==> src/inc/lscu_regs.svh <==
// Timing counts, field positions and fill values of the serial command unit
`ifndef LSCU_REGS_SVH
`define LSCU_REGS_SVH
// Clock and oscillator rates in Hz
`define LSCU_CLK_HZ 50000000
`define LSCU_FOSC_HZ 70000
// Execution time of a timed instruction, in oscillator periods
`define LSCU_EXEC_OSC 10
// Same time in clock cycles, rounded up
`define LSCU_EXEC_CYC (((`LSCU_EXEC_OSC * `LSCU_CLK_HZ) + `LSCU_FOSC_HZ - 1) / `LSCU_FOSC_HZ)
// Instruction words and field positions
`define LSCU_STBY_CLR 16'h0001
`define LSCU_RAMW_HDR 8'hc0
`define LSCU_ICON_CLR_BIT 4
`define LSCU_LINE_BIT 9
`define LSCU_DIR_BIT 6
`define LSCU_SHIFT_BIT 5
// Standby fill: space code and last RAM addresses
`define LSCU_SPACE 8'h20
`define LSCU_CHAR_LAST 5'h13
`define LSCU_ICON_LAST 5'h09
// Reset value of the synchronised pins {sck,rd_n,wr_n,sio,wake_n,key_dn_n,row,col}
`define LSCU_SYNC_RST 18'h1f000
`endif

==> src/inc/lscu_pkg.sv <==
// Types shared by the serial command unit modules
package lscu_pkg;
  // Command engine states, Gray coded
  typedef enum logic [1:0] {
    ST_IDLE = 2'h0,
    ST_EXEC = 2'h1,
    ST_FILL = 2'h3
  } lscu_state_t;
  // Target RAM of data writes
  typedef enum logic [1:0] {
    RAM_CHAR = 2'h0,
    RAM_GLYPH = 2'h1,
    RAM_ICON = 2'h2
  } lscu_ram_t;
  // One queued RAM write
  typedef struct packed {
    lscu_ram_t sel;
    logic [5:0] addr;
    logic [7:0] data;
  } lscu_wr_t;
endpackage

==> src/inc/lscu_link_if.sv <==
// Synchronised link and key signals between the pin stage and the core
interface lscu_link_if;
  logic sck_rise;
  logic rd_n;
  logic rd_fall;
  logic wr_n;
  logic wr_rise;
  logic sdi;
  logic wake_n;
  logic key_dn_n;
  logic [5:0] row;
  logic [5:0] col;
  modport drv (output sck_rise, rd_n, rd_fall, wr_n, wr_rise, sdi, wake_n, key_dn_n, row, col);
  modport core (input sck_rise, rd_n, rd_fall, wr_n, wr_rise, sdi, wake_n, key_dn_n, row, col);
endinterface

==> src/hw/lscu_top.sv <==
// Serial command front end of a character display controller
`include "lscu_regs.svh"

// Summary of operation
// - Line bit 0 selects one line at 1/9 duty, 1 two lines at 1/17.
// - Icon address loads 4-bit pointer, targets icon RAM, busy ten oscillator periods.
// - Character address loads 5-bit pointer and targets character code RAM.
// - Glyph address loads 6-bit pointer and targets glyph RAM.
// - Status word: wake key, busy, six rows, six columns, two zeros, MSB first.
// - Outside standby, each row and column bit reads 1 while a key on it is pressed.
// - Status read works while busy; held strobe repeats with fresh 16-bit words.
// - Lamp write carries three lamp bits, latched at the write strobe rising edge.
// - Lamp write executes even in standby or while busy.
// - RAM write stores low byte; glyph RAM keeps only five bits.
// - Data writes go to the RAM of the latest address instruction.
// - Each data write steps the pointer by one and pulses display shift when shift is enabled.
// - With write strobe held after a RAM write, later transfers are bytes.
// - Writes: strobe low, bits on the shift clock, strobe high, then wait.
// - Reads: strobe low loads data, rising shift edges clock bits out.
// - Both strobes low: standby, stop oscillator, blank, fill spaces, pointer zero.
// - Icon RAM cleared on standby only when the last instruction had bit 4 set.
// - Wake key low ends standby unless both strobes low; then runs oscillator.
// - Instruction register is write only; pointer steps after each data access.
// - While busy, only status read, lamp write, standby entry and standby clear are taken.
// - Standby clear starts the oscillator, display off, ignored outside standby.
// - Direction bit 1 increments, 0 decrements the pointer.
module lscu_top #(
  parameter int EXEC_CYC = `LSCU_EXEC_CYC,
  parameter int QDEPTH = 16
) (
  // Clock and reset
  input wire logic clk_i,
  input wire logic rstn_i,
  // Serial link pins
  input wire logic sck_i,
  input wire logic rd_strobe_n_i,
  input wire logic wr_strobe_n_i,
  input wire logic serial_io_line_i,
  output logic serial_io_line_o,
  output logic serial_io_line_oe_n_o,
  // Key inputs, rows and columns high when pressed
  input wire logic wake_key_input_n_i,
  input wire logic key_down_n_i,
  input wire logic [5:0] key_row_bits_i,
  input wire logic [5:0] key_col_bits_i,
  // Display control
  output logic two_line_o,
  output logic standby_o,
  output logic osc_run_o,
  output logic busy_flag_o,
  output logic shift_pulse_o,
  output logic incr_dir_o,
  output logic [2:0] lamp_bits_o,
  // Display RAM write port
  output logic ram_vld_o,
  input wire logic ram_rdy_i,
  output logic [1:0] ram_sel_o,
  output logic [5:0] ram_addr_o,
  output logic [7:0] ram_data_o
);
  typedef struct packed {
    lscu_pkg::lscu_state_t state;
    logic [15:0] cnt;
    logic [15:0] sh_in;
    logic [4:0] nbits;
    logic burst;
    logic [15:0] instr;
    logic [2:0] lamp_pend;
    logic lamp_arm;
    logic [2:0] lamp;
    logic two_line;
    logic locked;
    logic incr;
    logic shift_en;
    lscu_pkg::lscu_ram_t sel;
    logic [5:0] ptr;
    logic standby;
    logic osc;
    logic busy;
    lscu_pkg::lscu_wr_t wq;
    logic wq_vld;
    logic [4:0] fill_ptr;
    logic fill_icon;
    logic icon_clr;
    logic [15:0] rd_sh;
    logic [3:0] rd_cnt;
    logic sio;
    logic oe_n;
    logic shift_pulse;
  } lscu_st_t;

  lscu_st_t st_ff, nxt_st;
  lscu_link_if lk ();
  lscu_pkg::lscu_wr_t fo;
  logic f_rdy;
  logic word_done;
  logic do_ramw;
  logic both_low;
  logic [15:0] w;
  logic [15:0] stat;

  // Pointer stepping, used by data writes
  function automatic logic [5:0] step_ptr(input logic [5:0] p, input logic up);
    step_ptr = up ? p + 6'h01 : p - 6'h01;
  endfunction

  lscu_link u_link (
    .clk_i(clk_i),
    .rstn_i(rstn_i),
    .sck_i(sck_i),
    .rd_n_i(rd_strobe_n_i),
    .wr_n_i(wr_strobe_n_i),
    .sio_i(serial_io_line_i),
    .wake_key_n_i(wake_key_input_n_i),
    .key_down_n_i(key_down_n_i),
    .key_row_i(key_row_bits_i),
    .key_col_i(key_col_bits_i),
    .lk_o(lk)
  );

  // Queue lets the display side stall writes; a full queue keeps busy high
  lscu_fifo #(
    .W($bits(lscu_pkg::lscu_wr_t)),
    .D(QDEPTH)
  ) u_fifo (
    .clk_i(clk_i),
    .rstn_i(rstn_i),
    .in_vld_i(st_ff.wq_vld),
    .in_rdy_o(f_rdy),
    .in_data_i(st_ff.wq),
    .out_vld_o(ram_vld_o),
    .out_rdy_i(ram_rdy_i),
    .out_data_o(fo)
  );

  assign both_low = ~lk.rd_n & ~lk.wr_n;
  // Key rows and columns read zero in standby
  assign stat = {~lk.wake_n, st_ff.busy,
                 st_ff.standby ? 6'h00 : lk.row,
                 st_ff.standby ? 6'h00 : lk.col, 2'h0};

  // Whole next state in one place
  always_comb begin
    nxt_st = st_ff;
    nxt_st.shift_pulse = 1'b0;
    word_done = 1'b0;
    do_ramw = 1'b0;
    w = '0;
    if (st_ff.wq_vld && f_rdy) begin
      nxt_st.wq_vld = 1'b0;
    end

    // Readout; busy does not block it
    if (lk.rd_fall && lk.wr_n) begin
      nxt_st.rd_sh = stat;
      nxt_st.rd_cnt = '0;
      nxt_st.sio = stat[15];
      nxt_st.oe_n = 1'b0;
      nxt_st.locked = 1'b1;
    end else if (!lk.rd_n && lk.wr_n && lk.sck_rise) begin
      if (st_ff.rd_cnt == 4'hf) begin
        nxt_st.rd_sh = stat;
        nxt_st.sio = stat[15];
      end else begin
        nxt_st.rd_sh = {st_ff.rd_sh[14:0], 1'b0};
        nxt_st.sio = st_ff.rd_sh[14];
      end
      nxt_st.rd_cnt = st_ff.rd_cnt + 4'h1;
    end
    if (lk.rd_n || !lk.wr_n) begin
      nxt_st.oe_n = 1'b1;
    end

    // Shift in one bit per rising shift clock while writing
    if (!lk.wr_n && lk.rd_n && lk.sck_rise) begin
      nxt_st.sh_in = {st_ff.sh_in[14:0], lk.sdi};
      nxt_st.nbits = st_ff.nbits + 5'h01;
      if (st_ff.burst ? st_ff.nbits == 5'h07 : st_ff.nbits == 5'h0f) begin
        word_done = 1'b1;
        nxt_st.nbits = '0;
        w = st_ff.burst ? {`LSCU_RAMW_HDR, nxt_st.sh_in[7:0]} : nxt_st.sh_in;
      end
    end
    // Lamp bits land on the strobe rising edge
    if (lk.wr_rise) begin
      nxt_st.nbits = '0;
      nxt_st.burst = 1'b0;
      if (st_ff.lamp_arm) begin
        nxt_st.lamp = st_ff.lamp_pend;
        nxt_st.lamp_arm = 1'b0;
      end
    end

    // Leading-one decode
    if (word_done) begin
      nxt_st.instr = w;
      if (w[15:14] == 2'h2) begin
        nxt_st.lamp_pend = w[2:0];
        nxt_st.lamp_arm = 1'b1;
        nxt_st.locked = 1'b1;
      end else if (st_ff.standby) begin
        if (w == `LSCU_STBY_CLR) begin
          nxt_st.standby = 1'b0;
          nxt_st.locked = 1'b1;
        end
      end else if (!st_ff.busy) begin
        nxt_st.state = lscu_pkg::ST_EXEC;
        nxt_st.cnt = '0;
        if (w[15]) begin
          do_ramw = 1'b1;
          nxt_st.wq.sel = st_ff.sel;
          nxt_st.wq.addr = st_ff.ptr;
          nxt_st.wq.data = (st_ff.sel == lscu_pkg::RAM_GLYPH) ? {3'h0, w[4:0]} : w[7:0];
          nxt_st.wq_vld = 1'b1;
          nxt_st.ptr = step_ptr(st_ff.ptr, st_ff.incr);
          nxt_st.shift_pulse = st_ff.shift_en;
          nxt_st.burst = 1'b1;
        end else if (w[13]) begin
          nxt_st.sel = lscu_pkg::RAM_GLYPH;
          nxt_st.ptr = w[12:7];
        end else if (w[12]) begin
          nxt_st.sel = lscu_pkg::RAM_CHAR;
          nxt_st.ptr = {1'b0, w[11:7]};
        end else if (w[11]) begin
          nxt_st.sel = lscu_pkg::RAM_ICON;
          nxt_st.ptr = {2'h0, w[10:7]};
        end else if (w[10]) begin
          if (!st_ff.locked) begin
            nxt_st.two_line = w[`LSCU_LINE_BIT];
          end
        end else if (w[9:8] == 2'h0 && w[7]) begin
          nxt_st.incr = w[`LSCU_DIR_BIT];
          nxt_st.shift_en = w[`LSCU_SHIFT_BIT];
        end else begin
          nxt_st.state = lscu_pkg::ST_IDLE;
        end
      end
    end

    // Execution timer runs on the oscillator only; fill walks the RAMs
    unique case (st_ff.state)
      lscu_pkg::ST_IDLE: begin
      end
      lscu_pkg::ST_EXEC: begin
        if (st_ff.osc) begin
          nxt_st.cnt = st_ff.cnt + 16'h0001;
          if (st_ff.cnt == 16'(EXEC_CYC - 1)) begin
            nxt_st.state = lscu_pkg::ST_IDLE;
          end
        end
      end
      lscu_pkg::ST_FILL: begin
        if (!nxt_st.wq_vld) begin
          nxt_st.wq.sel = st_ff.fill_icon ? lscu_pkg::RAM_ICON : lscu_pkg::RAM_CHAR;
          nxt_st.wq.addr = {1'b0, st_ff.fill_ptr};
          nxt_st.wq.data = st_ff.fill_icon ? 8'h00 : `LSCU_SPACE;
          nxt_st.wq_vld = 1'b1;
          nxt_st.fill_ptr = st_ff.fill_ptr + 5'h01;
          if (st_ff.fill_ptr == (st_ff.fill_icon ? `LSCU_ICON_LAST : `LSCU_CHAR_LAST)) begin
            nxt_st.fill_ptr = '0;
            if (!st_ff.fill_icon && st_ff.icon_clr) begin
              nxt_st.fill_icon = 1'b1;
            end else begin
              nxt_st.state = lscu_pkg::ST_IDLE;
            end
          end
        end
      end
    endcase

    // Both strobes low enter standby
    if (both_low && !st_ff.standby) begin
      nxt_st.standby = 1'b1;
      nxt_st.state = lscu_pkg::ST_FILL;
      nxt_st.fill_ptr = '0;
      nxt_st.fill_icon = 1'b0;
      nxt_st.icon_clr = st_ff.instr[`LSCU_ICON_CLR_BIT];
      nxt_st.ptr = '0;
      nxt_st.burst = 1'b0;
      nxt_st.nbits = '0;
    end
    // Wake key ends standby unless both strobes are low
    if (st_ff.standby && !lk.wake_n && !both_low) begin
      nxt_st.standby = 1'b0;
    end
    nxt_st.osc = ~nxt_st.standby | ~lk.wake_n | ~lk.key_dn_n;
    nxt_st.busy = (nxt_st.state != lscu_pkg::ST_IDLE) | nxt_st.wq_vld;
  end

  // Device starts in standby with the oscillator stopped
  always_ff @(posedge clk_i) begin
    if (!rstn_i) begin
      st_ff <= '0;
      st_ff.standby <= 1'b1;
      st_ff.incr <= 1'b1;
      st_ff.oe_n <= 1'b1;
    end else begin
      st_ff <= nxt_st;
    end
  end

  assign serial_io_line_o = st_ff.sio;
  assign serial_io_line_oe_n_o = st_ff.oe_n;
  assign two_line_o = st_ff.two_line;
  assign standby_o = st_ff.standby;
  assign osc_run_o = st_ff.osc;
  assign busy_flag_o = st_ff.busy;
  assign shift_pulse_o = st_ff.shift_pulse;
  assign incr_dir_o = st_ff.incr;
  assign lamp_bits_o = st_ff.lamp;
  assign ram_sel_o = fo.sel;
  assign ram_addr_o = fo.addr;
  assign ram_data_o = fo.data;
endmodule

==> src/hw/lscu_link.sv <==
// Pin synchronisers and edge detection for the serial link
`include "lscu_regs.svh"

module lscu_link (
  // Clock and reset
  input wire logic clk_i,
  input wire logic rstn_i,
  // Pins from the host and keypad
  input wire logic sck_i,
  input wire logic rd_n_i,
  input wire logic wr_n_i,
  input wire logic sio_i,
  input wire logic wake_key_n_i,
  input wire logic key_down_n_i,
  input wire logic [5:0] key_row_i,
  input wire logic [5:0] key_col_i,
  // Synchronised view
  lscu_link_if.drv lk_o
);
  typedef struct packed {
    logic [17:0] s1;
    logic [17:0] s2;
    logic [17:0] s3;
  } lscu_sync_t;
  lscu_sync_t st_ff, nxt_st;

  // Two flops per pin, a third only for edge finding
  always_comb begin
    nxt_st.s1 = {sck_i, rd_n_i, wr_n_i, sio_i, wake_key_n_i, key_down_n_i, key_row_i, key_col_i};
    nxt_st.s2 = st_ff.s1;
    nxt_st.s3 = st_ff.s2;
  end

  always_ff @(posedge clk_i) begin
    if (!rstn_i) begin
      st_ff <= {3{`LSCU_SYNC_RST}};
    end else begin
      st_ff <= nxt_st;
    end
  end

  // Edges come from the second and third flops only
  assign lk_o.sck_rise = st_ff.s2[17] & ~st_ff.s3[17];
  assign lk_o.rd_n = st_ff.s2[16];
  assign lk_o.rd_fall = ~st_ff.s2[16] & st_ff.s3[16];
  assign lk_o.wr_n = st_ff.s2[15];
  assign lk_o.wr_rise = st_ff.s2[15] & ~st_ff.s3[15];
  assign lk_o.sdi = st_ff.s2[14];
  assign lk_o.wake_n = st_ff.s2[13];
  assign lk_o.key_dn_n = st_ff.s2[12];
  assign lk_o.row = st_ff.s2[11:6];
  assign lk_o.col = st_ff.s2[5:0];
endmodule

==> src/hw/lscu_fifo.sv <==
// Write queue between the command engine and the display RAM port
module lscu_fifo #(
  parameter int W = 16,
  parameter int D = 16
) (
  // Clock and reset
  input wire logic clk_i,
  input wire logic rstn_i,
  // Filling side
  input wire logic in_vld_i,
  output logic in_rdy_o,
  input wire logic [W-1:0] in_data_i,
  // Draining side, data from a register
  output logic out_vld_o,
  input wire logic out_rdy_i,
  output logic [W-1:0] out_data_o
);
  localparam int AW = $clog2(D);
  typedef struct packed {
    logic [AW-1:0] wp;
    logic [AW-1:0] rp;
    logic [AW:0] cnt;
    logic ov;
    logic [W-1:0] od;
  } lscu_fifo_st_t;
  lscu_fifo_st_t st_ff, nxt_st;
  logic [W-1:0] mem_ff [D];
  logic push;
  logic pop;

  assign in_rdy_o = st_ff.cnt != (AW+1)'(D);
  assign push = in_vld_i & in_rdy_o;
  // Refill the output register whenever it is empty or being taken
  assign pop = (st_ff.cnt != '0) & (~st_ff.ov | out_rdy_i);

  // Pointer, count and output stage
  always_comb begin
    nxt_st = st_ff;
    nxt_st.wp = st_ff.wp + AW'(push);
    nxt_st.rp = st_ff.rp + AW'(pop);
    nxt_st.cnt = st_ff.cnt + (AW+1)'(push) - (AW+1)'(pop);
    if (pop) begin
      nxt_st.ov = 1'b1;
      nxt_st.od = mem_ff[st_ff.rp];
    end else if (out_rdy_i) begin
      nxt_st.ov = 1'b0;
    end
  end

  always_ff @(posedge clk_i) begin
    if (!rstn_i) begin
      st_ff <= '0;
    end else begin
      st_ff <= nxt_st;
    end
  end

  // Storage, no reset needed
  always_ff @(posedge clk_i) begin
    if (push) begin
      mem_ff[st_ff.wp] <= in_data_i;
    end
  end

  assign out_vld_o = st_ff.ov;
  assign out_data_o = st_ff.od;
endmodule

==> config.mk <==
export PLATFORM = sky130hd
export DESIGN_NAME = lscu_top
export DESIGN_NICKNAME = d
export VERILOG_FILES = /design/src/inc/lscu_pkg.sv /design/src/inc/lscu_link_if.sv /design/src/hw/lscu_top.sv /design/src/hw/lscu_link.sv /design/src/hw/lscu_fifo.sv
export VERILOG_INCLUDE_DIRS = /design/src /design/src/inc
export SDC_FILE = /design/constraint.sdc
export NUM_CORES = 1
export LEC_CHECK = 0
export BUFFER_PORTS_ARGS = -buffer_cell sky130_fd_sc_hd__buf_2
export CAP_MARGIN = 20
export CORE_MARGIN = 10
export CORE_UTILIZATION = 55
export CTS_CLUSTER_SIZE = 8
export DETAILED_ROUTE_END_ITERATION = 8
export MAX_ROUTING_LAYER = met4
export PLACE_DENSITY = 0.74
export SLEW_MARGIN = 0
export SYNTH_ARGS = -nofsm -noshare
export SYNTH_HDL_FRONTEND = slang
export SYNTH_SLANG_ARGS = --single-unit
==> constraint.sdc <==
create_clock -name clk_i -period 3.77 [get_ports clk_i]
set_clock_uncertainty 0.2 [all_clocks]
set_input_delay 0.754 -clock clk_i [delete_from_list [all_inputs] [get_ports clk_i]]
set_output_delay 0.754 -clock clk_i [all_outputs]
set_load 0.01 [all_outputs]
* Word level (Yosys, flattened, before mapping) *
Memory sizes are Yosys's and may differ from the RTL's. A register that Yosys moved wholly into a read port is not among the register bits.
Index checks and enable logic that the tools add are counted.
Widths: inputs -> output; s select.

cells by class
  equal/unequal tests = 11
  reduce and logical (&&, ||, !) cells = 39
  mux-type cells = 81
  bitwise operators = 30
  $add $sub $neg = 10

operators by type and width
  cell                   count
  $mux 18                5
  $mux 17                5
  $mux 16                4
  $mux 23                2
  $mux 20                2
  $mux 6                 6
  $mux 2                 16
  $mux 8                 4
  $mux 1                 24
  $mux 21                1
  $mux 10                2
  $not 1->1              20
  $reduce_and 10->1      2
  $add 16x1->16 const B  1
  $eq 16x1->1 const B    1
  $eq 16x13->1 const B   1
  $mux 15                1
  $mux 12                1
  $mux 4                 3
  $logic_and 1x1->1      11
  $mux 11                1
  $add 5x1->5 const B    2
  $mux 5                 2
  $add 4x1->4            2
  30 further kinds       52

storage, ports and cells
  logic and storage cells = 210
  input port bits = 21
  memories = 1
  register bits = 192
  RAM bits = 256
  output and inout bits = 28

memories
  memory         words  bits a word  read ports  clocked after memory_dff  wr ports  RTL line         RTL
  u_fifo.mem_ff  16     16           1           1                         1         lscu_fifo.sv:27  logic [W-1:0] mem_ff [D];

* Longest topological paths before layout *
Gate-level depths: netlist of the first run.

  depth after elaboration = 23
  depth in mapped cells = 17
  mapped depth without buffers = 15

* Cells and area by module *
A second synthesis of the first run with hierarchy kept.

second synthesis, totals
  cells, all modules = 1255
  area, all modules = 17485.5 um2

modules (own cells, without submodules)
  module     area an instance (um2)  sequential area each (um2)  cells an instance  instances
  lscu_fifo  11162.0                 8287.9                      534                1
  lscu_top   5161.2                  2122.0                      624                1
  lscu_link  1162.4                  780.7                       97                 1

* Worst setup path after synthesis of the first run *
No wires, ideal clock.

  path kind = input to register
  from = in ram_rdy_i
  to = reg u_fifo.st_ff[21] (netlist name)
  arrival time = 2958 ps
  stages = 15
  required time = 3500 ps
  buffers on the path = 2
  setup slack = 542 ps
  library setup time = 70 ps
  cell sequence = nand2b_1 nand2b_1 clkbuf_1 clkbuf_1 inv_1 ha_1 inv_1 ha_1 inv_1 fa_1 inv_1 a21oi_1 nor2_1 or3_1 a21oi_1

between the ends
  longest elaborated chain between the ends = 3

RTL lines
  item                  RTL line         RTL
  from (decl)           lscu_top.sv:56   input wire logic ram_rdy_i,
  $or 1x1->1            lscu_fifo.sv:34  assign pop = (st_ff.cnt != '0) & (~st_ff.ov | out_rdy_i);
  $and 1x1->1           lscu_fifo.sv:34
  $sub 5x1->5           lscu_fifo.sv:41  nxt_st.cnt = st_ff.cnt + (AW+1)'(push) - (AW+1)'(pop);
  to (signal assigned)  lscu_fifo.sv:54  st_ff <= nxt_st;
  to (decl)             lscu_fifo.sv:26  lscu_fifo_st_t st_ff, nxt_st;

No other way between the ends.
A chain may end at the register's enable or synchronous reset.

* Worst setup path in the final report of the first run *
  from = reg u_fifo.st_ff[20] (netlist name)
  to = reg u_fifo.st_ff[21] (netlist name)

between the ends
  longest elaborated chain between the ends = 4
  elaborated cells between the ends (all ways) = 6
  classes of those cells = add/sub (2); eq/ne (1); bitwise (2); reduce/logical (1)

RTL lines
  item             RTL line         RTL
  $ne 5x5->1       lscu_fifo.sv:31  assign in_rdy_o = st_ff.cnt != (AW+1)'(D);
  $and 1x1->1      lscu_fifo.sv:32  assign push = in_vld_i & in_rdy_o;
  $add 5x1->5      lscu_fifo.sv:41
  $sub 5x1->5 (*)  lscu_fifo.sv:41

Every way passes the cells marked *; elsewhere a longest branch is shown, timed or not.

==> results of run 1 <==
[report_power, final]
group	total, mW	switching (mW)	internal, mW
logic	1.47	0.744	0.725
registers	5.18	0.131	5.05
clock network	4.71	1.84	2.87
[through the flow]
| step | total power [mW] | std cells | area [µm²] |
|---|---|---|---|
| 5_1_grt | 11.8 | 1720 | 19500 |
| 6_report | 11.4 | 1720 | 19500 |
| 2_1_floorplan | 6.41 | 1233 | 17300 |
| 3_5_place_dp | 6.74 | 1622 | 17900 |
| 4_1_cts | 11.5 | 1719 | 19500 |
| 3_3_place_gp | 6.71 | 1622 | 17900 |
[flip-flops by register name, summed over array words and instances, names as in the netlist, 3 cells and up]
signal and flops:
u_fifo.out_data_o 16, u_link.nxt_st 19, u_link.lk_o.row 6, u_fifo.mem_ff 256, u_link.st_ff 3, lamp_bits_o 3, st_ff 95, u_link.lk_o.col 6
u_fifo.st_ff 13
[placed cells by master, fill, tap and decap left out, types with 22 or more instances in the layout]
cell type and instances:
clkbuf_16 59, buf_2 48, dfxtp_1 172, nor2_1 115, and2_1 33, edfxtp_1 256, mux2_2 27, nor3_1 22
buf_4 24, a21oi_1 48, mux4_2 64, mux2i_1 27, clkbuf_1 36, nand2b_1 24, nand2_1 86
[cells by family (layout without fill, tap and decap cells)]
kind of cell               count (synthesis)  after routing  synth area share, %
DFF                                      431            431                 64.8
and+or+nand+nor                          380            380                 11.3
AOI/OAI and AO/OA                        149            149                 6.18
muxes                                    118            118                 11.7
buffers and inverters                    103            194                 2.93
xor gates and xnor gates                  31             31                 1.61
adders and majority gates                 21             21                 1.61
[critical path, cell delays in order, from the launching register on]
cell and delay [ns]:
dfxtp_1 0.31, inv_1 0.08, ha_1 0.15, nor4b_1 0.37, nand2b_1 0.20, inv_1 0.07
ha_1 0.27, inv_1 0.04, ha_1 0.20, inv_1 0.07, fa_1 0.20, inv_1 0.05
a21oi_1 0.13, nor2_1 0.06, or3_1 0.35, a21oi_1 0.14
[per-layer routing]
| metal | global-route usage, % | part of all wire, % | up-vias |
|---|---|---|---|
| li1 | - | - | 4723 |
| met1 | 24.5 | 43 | 5054 |
| met2 | 30.7 | 49 | 355 |
| met3 | 3.10 | 6.1 | 47 |
| met4 | 5.44 | 1.7 | 0 |
| met5 | - | 0 | - |
[path summary, 6_finish.rpt]
kind,from,depth (start not counted),slack [ns],to
hold reg to reg,u_link.nxt_st[34],1,0.20,u_link.lk_o.rd_n
hold / removal,serial_io_line_i,2,0.17,u_link.nxt_st[32]
setup reg to reg,u_fifo.st_ff[20],15,0.82,u_fifo.st_ff[21]
setup / recovery,u_fifo.st_ff[20],15,0.82,u_fifo.st_ff[21]
[layout make-up]
type / count / area share (%)
Inverter: 22 / 0.423
Multi-Input combinational cell: 699 / 28.8
Clock buffer: 95 / 8.26
Timing Repair Buffer: 75 / 2.46
Sequential cell: 431 / 57.4
Clock inverter: 2 / 0.147
Tap cell: 396 / 2.54
==> flow_metrics.tcl, run 1 <==
set metrics [dict create \
    syn_area_mm2 0.0173 \
    startpoint_type "flip-flop" \
    holdWs_ns 0.171 \
    synth_area_leaders "edfxtp_1, dfxtp_1, mux4_2, nor2_1, nand2_1" \
    fp.dieH_um 197 \
    synth_nets 1275 \
    yosysWarnings 0 \
    cts_tree "yes" \
    synth.avg_cell_area_um2 14.0 \
    synth_edf_count 256 \
    vias 10200 \
    synthTopCellsByCount "edfxtp_1, dfxtp_1, nor2_1" \
    multiInputGateArea_mm2 0.00562 \
    p_leak_nw 6.51 \
    grt_max_degree 81 \
    status "finished clean" \
    antenna_cells 0 \
    crit_type "flip-flop to flip-flop" \
    cp.arrival_ns 3.23 \
    clockBufferDepth 3 \
    antenna_found_initial 0 \
    post-synth-top-area-fraction_pct 44.5 \
    synth.distinct_cells 74 \
    grt_usage_pct 19.0 \
    syn_to_final_growth_pct 12.9 \
    utilization_pct 63.3 \
    finalSetupViolCount 0 \
    core_area_mm2 0.0308 \
    clk_transition_reported_paths_ns 0.05 \
    fp-row-count 64 \
    p_per_area_mw_per_mm2 582 \
    fill_cells 2232 \
    cts_root_buffer "clkbuf_16" \
    seq_area_mm2 0.0112 \
    initial_core_util_pct 56.1 \
    post-route-period-util_pct 78.2 \
    synth-seq-cells 431 \
    drv_cap 0 \
    cts_resized 0 \
    insertion_delay_ns 0.57 \
    gp_congestion 0.852 \
    synthMostInstantiatedCell "edfxtp_1" \
    critical_path_required_ns 4.05 \
    grt_pass1_wl_mm 56.9 \
    pre_cts_ws_ns 0.798 \
    ir_drop_mv 0.463 \
    die_w_um 197 \
    routedWlPerCell_um 20.9 \
    fmax_mhz 339 \
    yosysTopAreaCell "edfxtp_1" \
    min_path_type "primary input to flip-flop" \
    syn-instance-count 1233 \
    port_buffers 48 \
    final_nets 1330 \
    post_cts_buffers 0 \
    wirelength_mm 36.0 \
    drt.antenna.violating_nets 0 \
    ctsHoldBuffers 0 \
    drtIter0Drc 850 \
    finalCriticalPeriod_ns 2.95 \
    finalWorstSetupSlack_ns 0.824 \
    tns_ns 0 \
    ios 49 \
    die-area_mm2 0.0389 \
    routed_via_density 5.92 \
    grt_overflow 0 \
    firstDrtPassIters 9 \
    dpl.hpwl_mm 21.4 \
    drv_slew 0 \
    ys_seq_area_share_pct 64.8 \
    hold_viol 0 \
    final_layout_size_suffix_gt1_share_pct 19.0 \
    worstMarginPinSlew_ns 0.983 \
    cts_made_buffers 59 \
    cp_max_fo 2 \
    htreeDepth 2 \
    synthArstFlopShare_pct 0 \
    grt_pass1_vias 10200 \
    rsz0062_at_grt "no" \
    cts_sinks 431 \
    ys.flop_type "edfxtp_1" \
    route.detailed.drc 0 \
    critPathCaptureType "flip-flop" \
    relSlewSlack_pct 34.5 \
]
(Power assumes the default switching activity.)
==> run 2: changes to the inputs <==
Settings changed: PLACE_DENSITY 0.74 to 0.76.
Clock period 3.77 ns to 2.4 ns, I/O delays scaled along.
==> flow_metrics.tcl, run 2 (same netlist as run 1, synthesis figures left out) <==
set metrics [dict create \
    status "finished with violations" \
    failed_checks "setup timing" \
    wirelength_mm 37.5 \
    die-area_mm2 0.0389 \
    firstDrtPassIters 6 \
    gp_congestion 0.879 \
    drv_cap 0 \
    routedWlPerCell_um 20.9 \
    min_delay_path_depth 2 \
    fin_area_mm2 0.0206 \
    hold_end "incr_dir_o" \
    layout.cells.most_common_list "edfxtp_1, dfxtp_1, nor2_1" \
    hold_viol 0 \
    grt_overflow 0 \
    final_common_cell "edfxtp_1" \
    rr_endpoint "u_fifo.st_ff[21]" \
    vias 10500 \
    power_mw 18.4 \
    tns_ns -0.203 \
    ir_drop_mv 0.717 \
    fp-row-count 64 \
    critical_path_required_ns 2.71 \
    finalCriticalPeriod_ns 2.59 \
    startpoint_type "flip-flop" \
    hp-start "rstn_i" \
    min_path_type "primary input to flip-flop" \
    finalSetupViolCount 2 \
    port_buffers 48 \
    grt_usage_pct 20.0 \
    final_nets 1403 \
    drt.antenna.violating_nets 0 \
    largest_register_ffs 256 \
    antenna_cells 0 \
    core_area_mm2 0.0308 \
    final_layout_size_suffix_gt1_share_pct 24.1 \
    cp.arrival_ns 2.90 \
    p_leak_nw 6.98 \
    instances_no_fill 1792 \
    dp.cells 1671 \
    cp_max_fo 2 \
    drv_slew 0 \
    top_register "u_fifo.mem_ff" \
    die_w_um 197 \
    fp.dieH_um 197 \
    cts_tree "yes" \
    dpl.hpwl_mm 23.1 \
    syn_to_final_growth_pct 18.9 \
    route.detailed.drc 0 \
    fmax_mhz 387 \
    crit_type "flip-flop to flip-flop" \
    p_per_area_mw_per_mm2 897 \
    cts_made_buffers 59 \
    r2r_slack_ns -0.19 \
    antenna_found_initial 0 \
    crit_start "u_fifo.st_ff[19]" \
    ios 49 \
    worstMarginPinSlew_ns 0.924 \
    finalWorstSetupSlack_ns -0.187 \
    critPathCaptureType "flip-flop" \
    ff2ff_path_depth 15 \
    initial_core_util_pct 56.1 \
    r2r_start "u_fifo.st_ff[19]" \
    routed_via_density 5.88 \
    cts_root_buffer "clkbuf_16" \
    relSlewSlack_pct 38.2 \
    htreeDepth 2 \
    rsz0062_at_grt "yes" \
    cts_sinks 431 \
    fill_cells 2081 \
    grt_pass1_wl_mm 60.2 \
    insertion_delay_ns 0.58 \
    multiInputGateArea_mm2 0.00577 \
    grt_pass1_vias 10900 \
    clk_transition_reported_paths_ns 0.05 \
    drtIter0Drc 721 \
    clockBufferDepth 3 \
    seq_area_mm2 0.0112 \
    post-route-period-util_pct 108 \
    placedInstanceArea_mm2 0.0186 \
    grt_max_degree 57 \
]
-- run 2: worst max-delay path by stage --
| stage | to | slack [ns] | depth (start not counted) |
|---|---|---|---|
| 3_3_place_gp | u_fifo.st_ff[21] | -0.22 | 15 |
| 4_1_cts | u_fifo.st_ff[21] | -0.18 | 15 |
| 5_1_grt | u_fifo.st_ff[21] | -0.37 | 15 |
| 6_report | u_fifo.st_ff[21] | -0.19 | 15 |
| 3_5_place_dp | u_fifo.st_ff[21] | -0.27 | 15 |
| 2_1_floorplan | u_fifo.st_ff[21] | -0.35 | 17 |
-- run 2: critical path: stages (launching register included) --
cell and delay, ns:
dfxtp_2 0.32, inv_2 0.07, ha_4 0.13, nor4b_4 0.20
nand2b_4 0.19, inv_4 0.05, ha_4 0.25, inv_2 0.04
ha_4 0.15, inv_2 0.05, fa_2 0.21, inv_2 0.04
a21oi_2 0.11, nor2_1 0.05, or3_1 0.35, a21oi_2 0.11
-- run 2: repair_timing --
item | 4_1_cts | 5_1_grt
resized for setup | 4 | 7
hold endpoints to repair | 18 | 0
buffers inserted | 6 | 3
hold buffers | 18 | 0
pin swaps | 8 | 2
setup endpoints to repair | 4 | 30
-- run 2: area by class of cell --
class,instances,share of cell area [%]
Clock buffer,93,7.80
Tap cell,396,2.41
Inverter,22,0.414
Timing Repair Buffer,148,6.44
Clock inverter,3,0.390
Multi-Input combinational cell,699,28.1
Sequential cell,431,54.5
-- run 2: power by group --
part / internal [mW] / total [mW] / leakage (nW) / switching [mW]
Sequential: 7.93 / 8.10 / 3.72 / 0.164
Combinational: 1.49 / 2.86 / 2.46 / 1.37
Clock: 4.53 / 7.49 / 0.800 / 2.96
-- run 2: routing by layer --
| metal | global-route usage [%] | wire length (µm) | share of wire (%) | up-vias |
|---|---|---|---|---|
| li1 | - | - | - | 4884 |
| met1 | 25.0 | 15600 | 42 | 5254 |
| met2 | 33.4 | 19100 | 51 | 338 |
| met3 | 3.22 | 2070 | 5.5 | 58 |
| met4 | 5.47 | 757 | 2.0 | 0 |
| met5 | - | 0 | 0 | - |
-- run 2: stage by stage --
step	utilization, %	hold WS (ns)	setup WS [ns]
finish	66.7	0.0785	-0.187
global route	66.7	0.0697	-0.366
CTS	66.5	0.0482	-0.183
detailed placement	60.3	0.201	-0.269
global placement	60.3	0.189	-0.223
floorplan	-	0.186	-0.354
==> run 3: changes to the inputs <==
Settings changed: ABC_AREA from default to 1, CORE_ASPECT_RATIO from default to 0.8, SETUP_SLACK_MARGIN from default to 0.05.
==> flow_metrics.tcl, run 3 <==
set metrics [dict create \
    drv_cap 0 \
    fin_area_mm2 0.0204 \
    fmax_mhz 410 \
    fill_cells 2328 \
    largest_register_ffs 256 \
    grt_max_degree 91 \
    critical_path_required_ns 2.65 \
    grt_usage_pct 21.6 \
    antenna_cells 0 \
    ios 49 \
    ir_drop_mv 0.615 \
    finalCriticalPeriod_ns 2.44 \
    finalSetupViolCount 1 \
    synth_edf_count 256 \
    clockBufferDepth 3 \
    post-synth-top-area-fraction_pct 43.5 \
    final_nets 1879 \
    route.detailed.drc 0 \
    synth_nets 1796 \
    core_area_mm2 0.0316 \
    gp_congestion 0.884 \
    routed_via_density 5.72 \
    placedInstanceArea_mm2 0.0185 \
    cts_tree "yes" \
    failed_checks "setup timing" \
    rsz0062_at_grt "yes" \
    port_buffers 48 \
    synthMostInstantiatedCell "nor2_1" \
    startpoint_type "flip-flop" \
    seq_area_mm2 0.0112 \
    cts_sinks 431 \
    p_leak_nw 7.52 \
    htreeDepth 2 \
    layout.cells.most_common_list "nor2_1, edfxtp_1, o21ai_0" \
    post-route-period-util_pct 102 \
    min_path_type "primary input to flip-flop" \
    pre_cts_ws_ns 0.0408 \
    syn_to_final_growth_pct 15.6 \
    die-area_mm2 0.0398 \
    synth.avg_cell_area_um2 10.1 \
    cts_root_buffer "clkbuf_16" \
    grt_pass1_wl_mm 67.5 \
    finalWorstSetupSlack_ns -0.0410 \
    synth_area_leaders "edfxtp_1, dfxtp_1, nor2_1, o21ai_0, nand2_1" \
    vias 13100 \
    power_mw 19.4 \
    relSlewSlack_pct 46.0 \
    ys_seq_area_share_pct 63.3 \
    fp.dieH_um 180 \
    status "finished with violations" \
    yosysWarnings 0 \
    cp.arrival_ns 2.69 \
    synth.distinct_cells 50 \
    hold_viol 0 \
    final_common_cell "nor2_1" \
    synth-seq-cells 431 \
    crit_type "flip-flop to flip-flop" \
    syn-instance-count 1754 \
    ys.flop_type "edfxtp_1" \
    worstMarginPinSlew_ns 0.810 \
    drt.antenna.violating_nets 0 \
    synthTopCellsByCount "nor2_1, edfxtp_1, o21ai_0" \
    cp_max_fo 3 \
    insertion_delay_ns 0.58 \
    initial_core_util_pct 56.0 \
    routedWlPerCell_um 18.3 \
    drtIter0Drc 1509 \
    firstDrtPassIters 5 \
    dpl.hpwl_mm 25.3 \
    clk_transition_reported_paths_ns 0.05 \
    cts_made_buffers 59 \
    top_register "u_fifo.mem_ff" \
    wirelength_mm 42.0 \
    fp-row-count 58 \
    drv_slew 0 \
    multiInputGateArea_mm2 0.00554 \
    final_layout_size_suffix_gt1_share_pct 12.7 \
    critPathCaptureType "flip-flop" \
    grt_pass1_vias 12900 \
    syn_area_mm2 0.0177 \
    die_w_um 220 \
    p_per_area_mw_per_mm2 948 \
    yosysTopAreaCell "edfxtp_1" \
    antenna_found_initial 0 \
    grt_overflow 0 \
    synthArstFlopShare_pct 0 \
]
-- run 3: per-layer routing --
layer / global-route usage (%) / vias to the layer above / part of all wire (%)
met2: 32.6 / 587 / 46
li1: - / 6203 / -
met1: 28.8 / 6263 / 43
met4: 6.18 / 0 / 2.0
met5: - / - / 0
met3: 4.50 / 79 / 9.0
-- run 3: report_power, final --
part / leakage (nW) / internal, mW / switching [mW]
Sequential: 3.58 / 8.00 / 0.178
Combinational: 3.15 / 1.28 / 2.35
Clock: 0.797 / 4.63 / 2.92
-- run 3: through the flow --
stage | util (%) | hold slack (ns) | TNS [ns] | std cells
2_1_floorplan | - | 0.190 | 0 | 1754
4_1_cts | 64.5 | 0.0559 | 0 | 2289
6_report | 64.7 | 0.0932 | -0.0410 | 2295
3_3_place_gp | 58.6 | 0.193 | 0 | 2172
3_5_place_dp | 58.6 | 0.196 | 0 | 2172
5_1_grt | 64.7 | 0.111 | -0.174 | 2295
-- run 3: final cells by class --
| cell class | count | area share (%) |
|---|---|---|
| clock buffers | 99 | 8.17 |
| inverters | 139 | 2.60 |
| flip-flops and latches | 431 | 54.8 |
| repair buffers | 124 | 4.71 |
| multi-input cells | 1082 | 27.1 |
| well taps | 420 | 2.57 |
-- run 3: path summary, 6_finish.rpt --
kind                           from                 end  slack (ns)  cells past startpoint
setup / recovery   u_fifo.st_ff[19]    u_fifo.st_ff[21]       -0.04                     14
setup reg to reg   u_fifo.st_ff[19]    u_fifo.st_ff[21]       -0.04                     14
hold / removal            ram_rdy_i    u_fifo.out_vld_o        0.09                      4
hold reg to reg   u_link.nxt_st[27]  u_link.lk_o.row[3]        0.21                      2
-- run 3: worst max-delay path, cell delays in order, from the launching register on --
cell and delay (ns):
dfxtp_2 0.32, inv_2 0.07, ha_4 0.13, nand4_1 0.11, nand2_1 0.13, inv_2 0.06, ha_4 0.21, inv_2 0.06
ha_4 0.13, inv_2 0.04, fa_2 0.40, nor3_2 0.22, a211oi_2 0.07, o21ai_1 0.13, a21oi_1 0.05
-- run 3: logic make-up (layout without fill, tap and decap cells) --
| group | count (synthesis) | in the layout | synth area share (%) |
|---|---|---|---|
| DFF | 431 | 431 | 63.3 |
| buffers and inverters | 241 | 362 | 5.82 |
| adders and majority gates | 21 | 21 | 1.57 |
| and+or+nand+nor | 644 | 644 | 15.7 |
| AOI/OAI and AO/OA | 405 | 405 | 13.0 |
| xor gates and xnor gates | 12 | 12 | 0.595 |
-- run 3: what timing repair did --
item	4_1_cts	5_1_grt
hold buffers	18	0
pin swaps	1	10
resized for setup	0	5
setup buffers	0	6
endpoints found under the setup margin	1	15
endpoints found under the hold margin	18	0
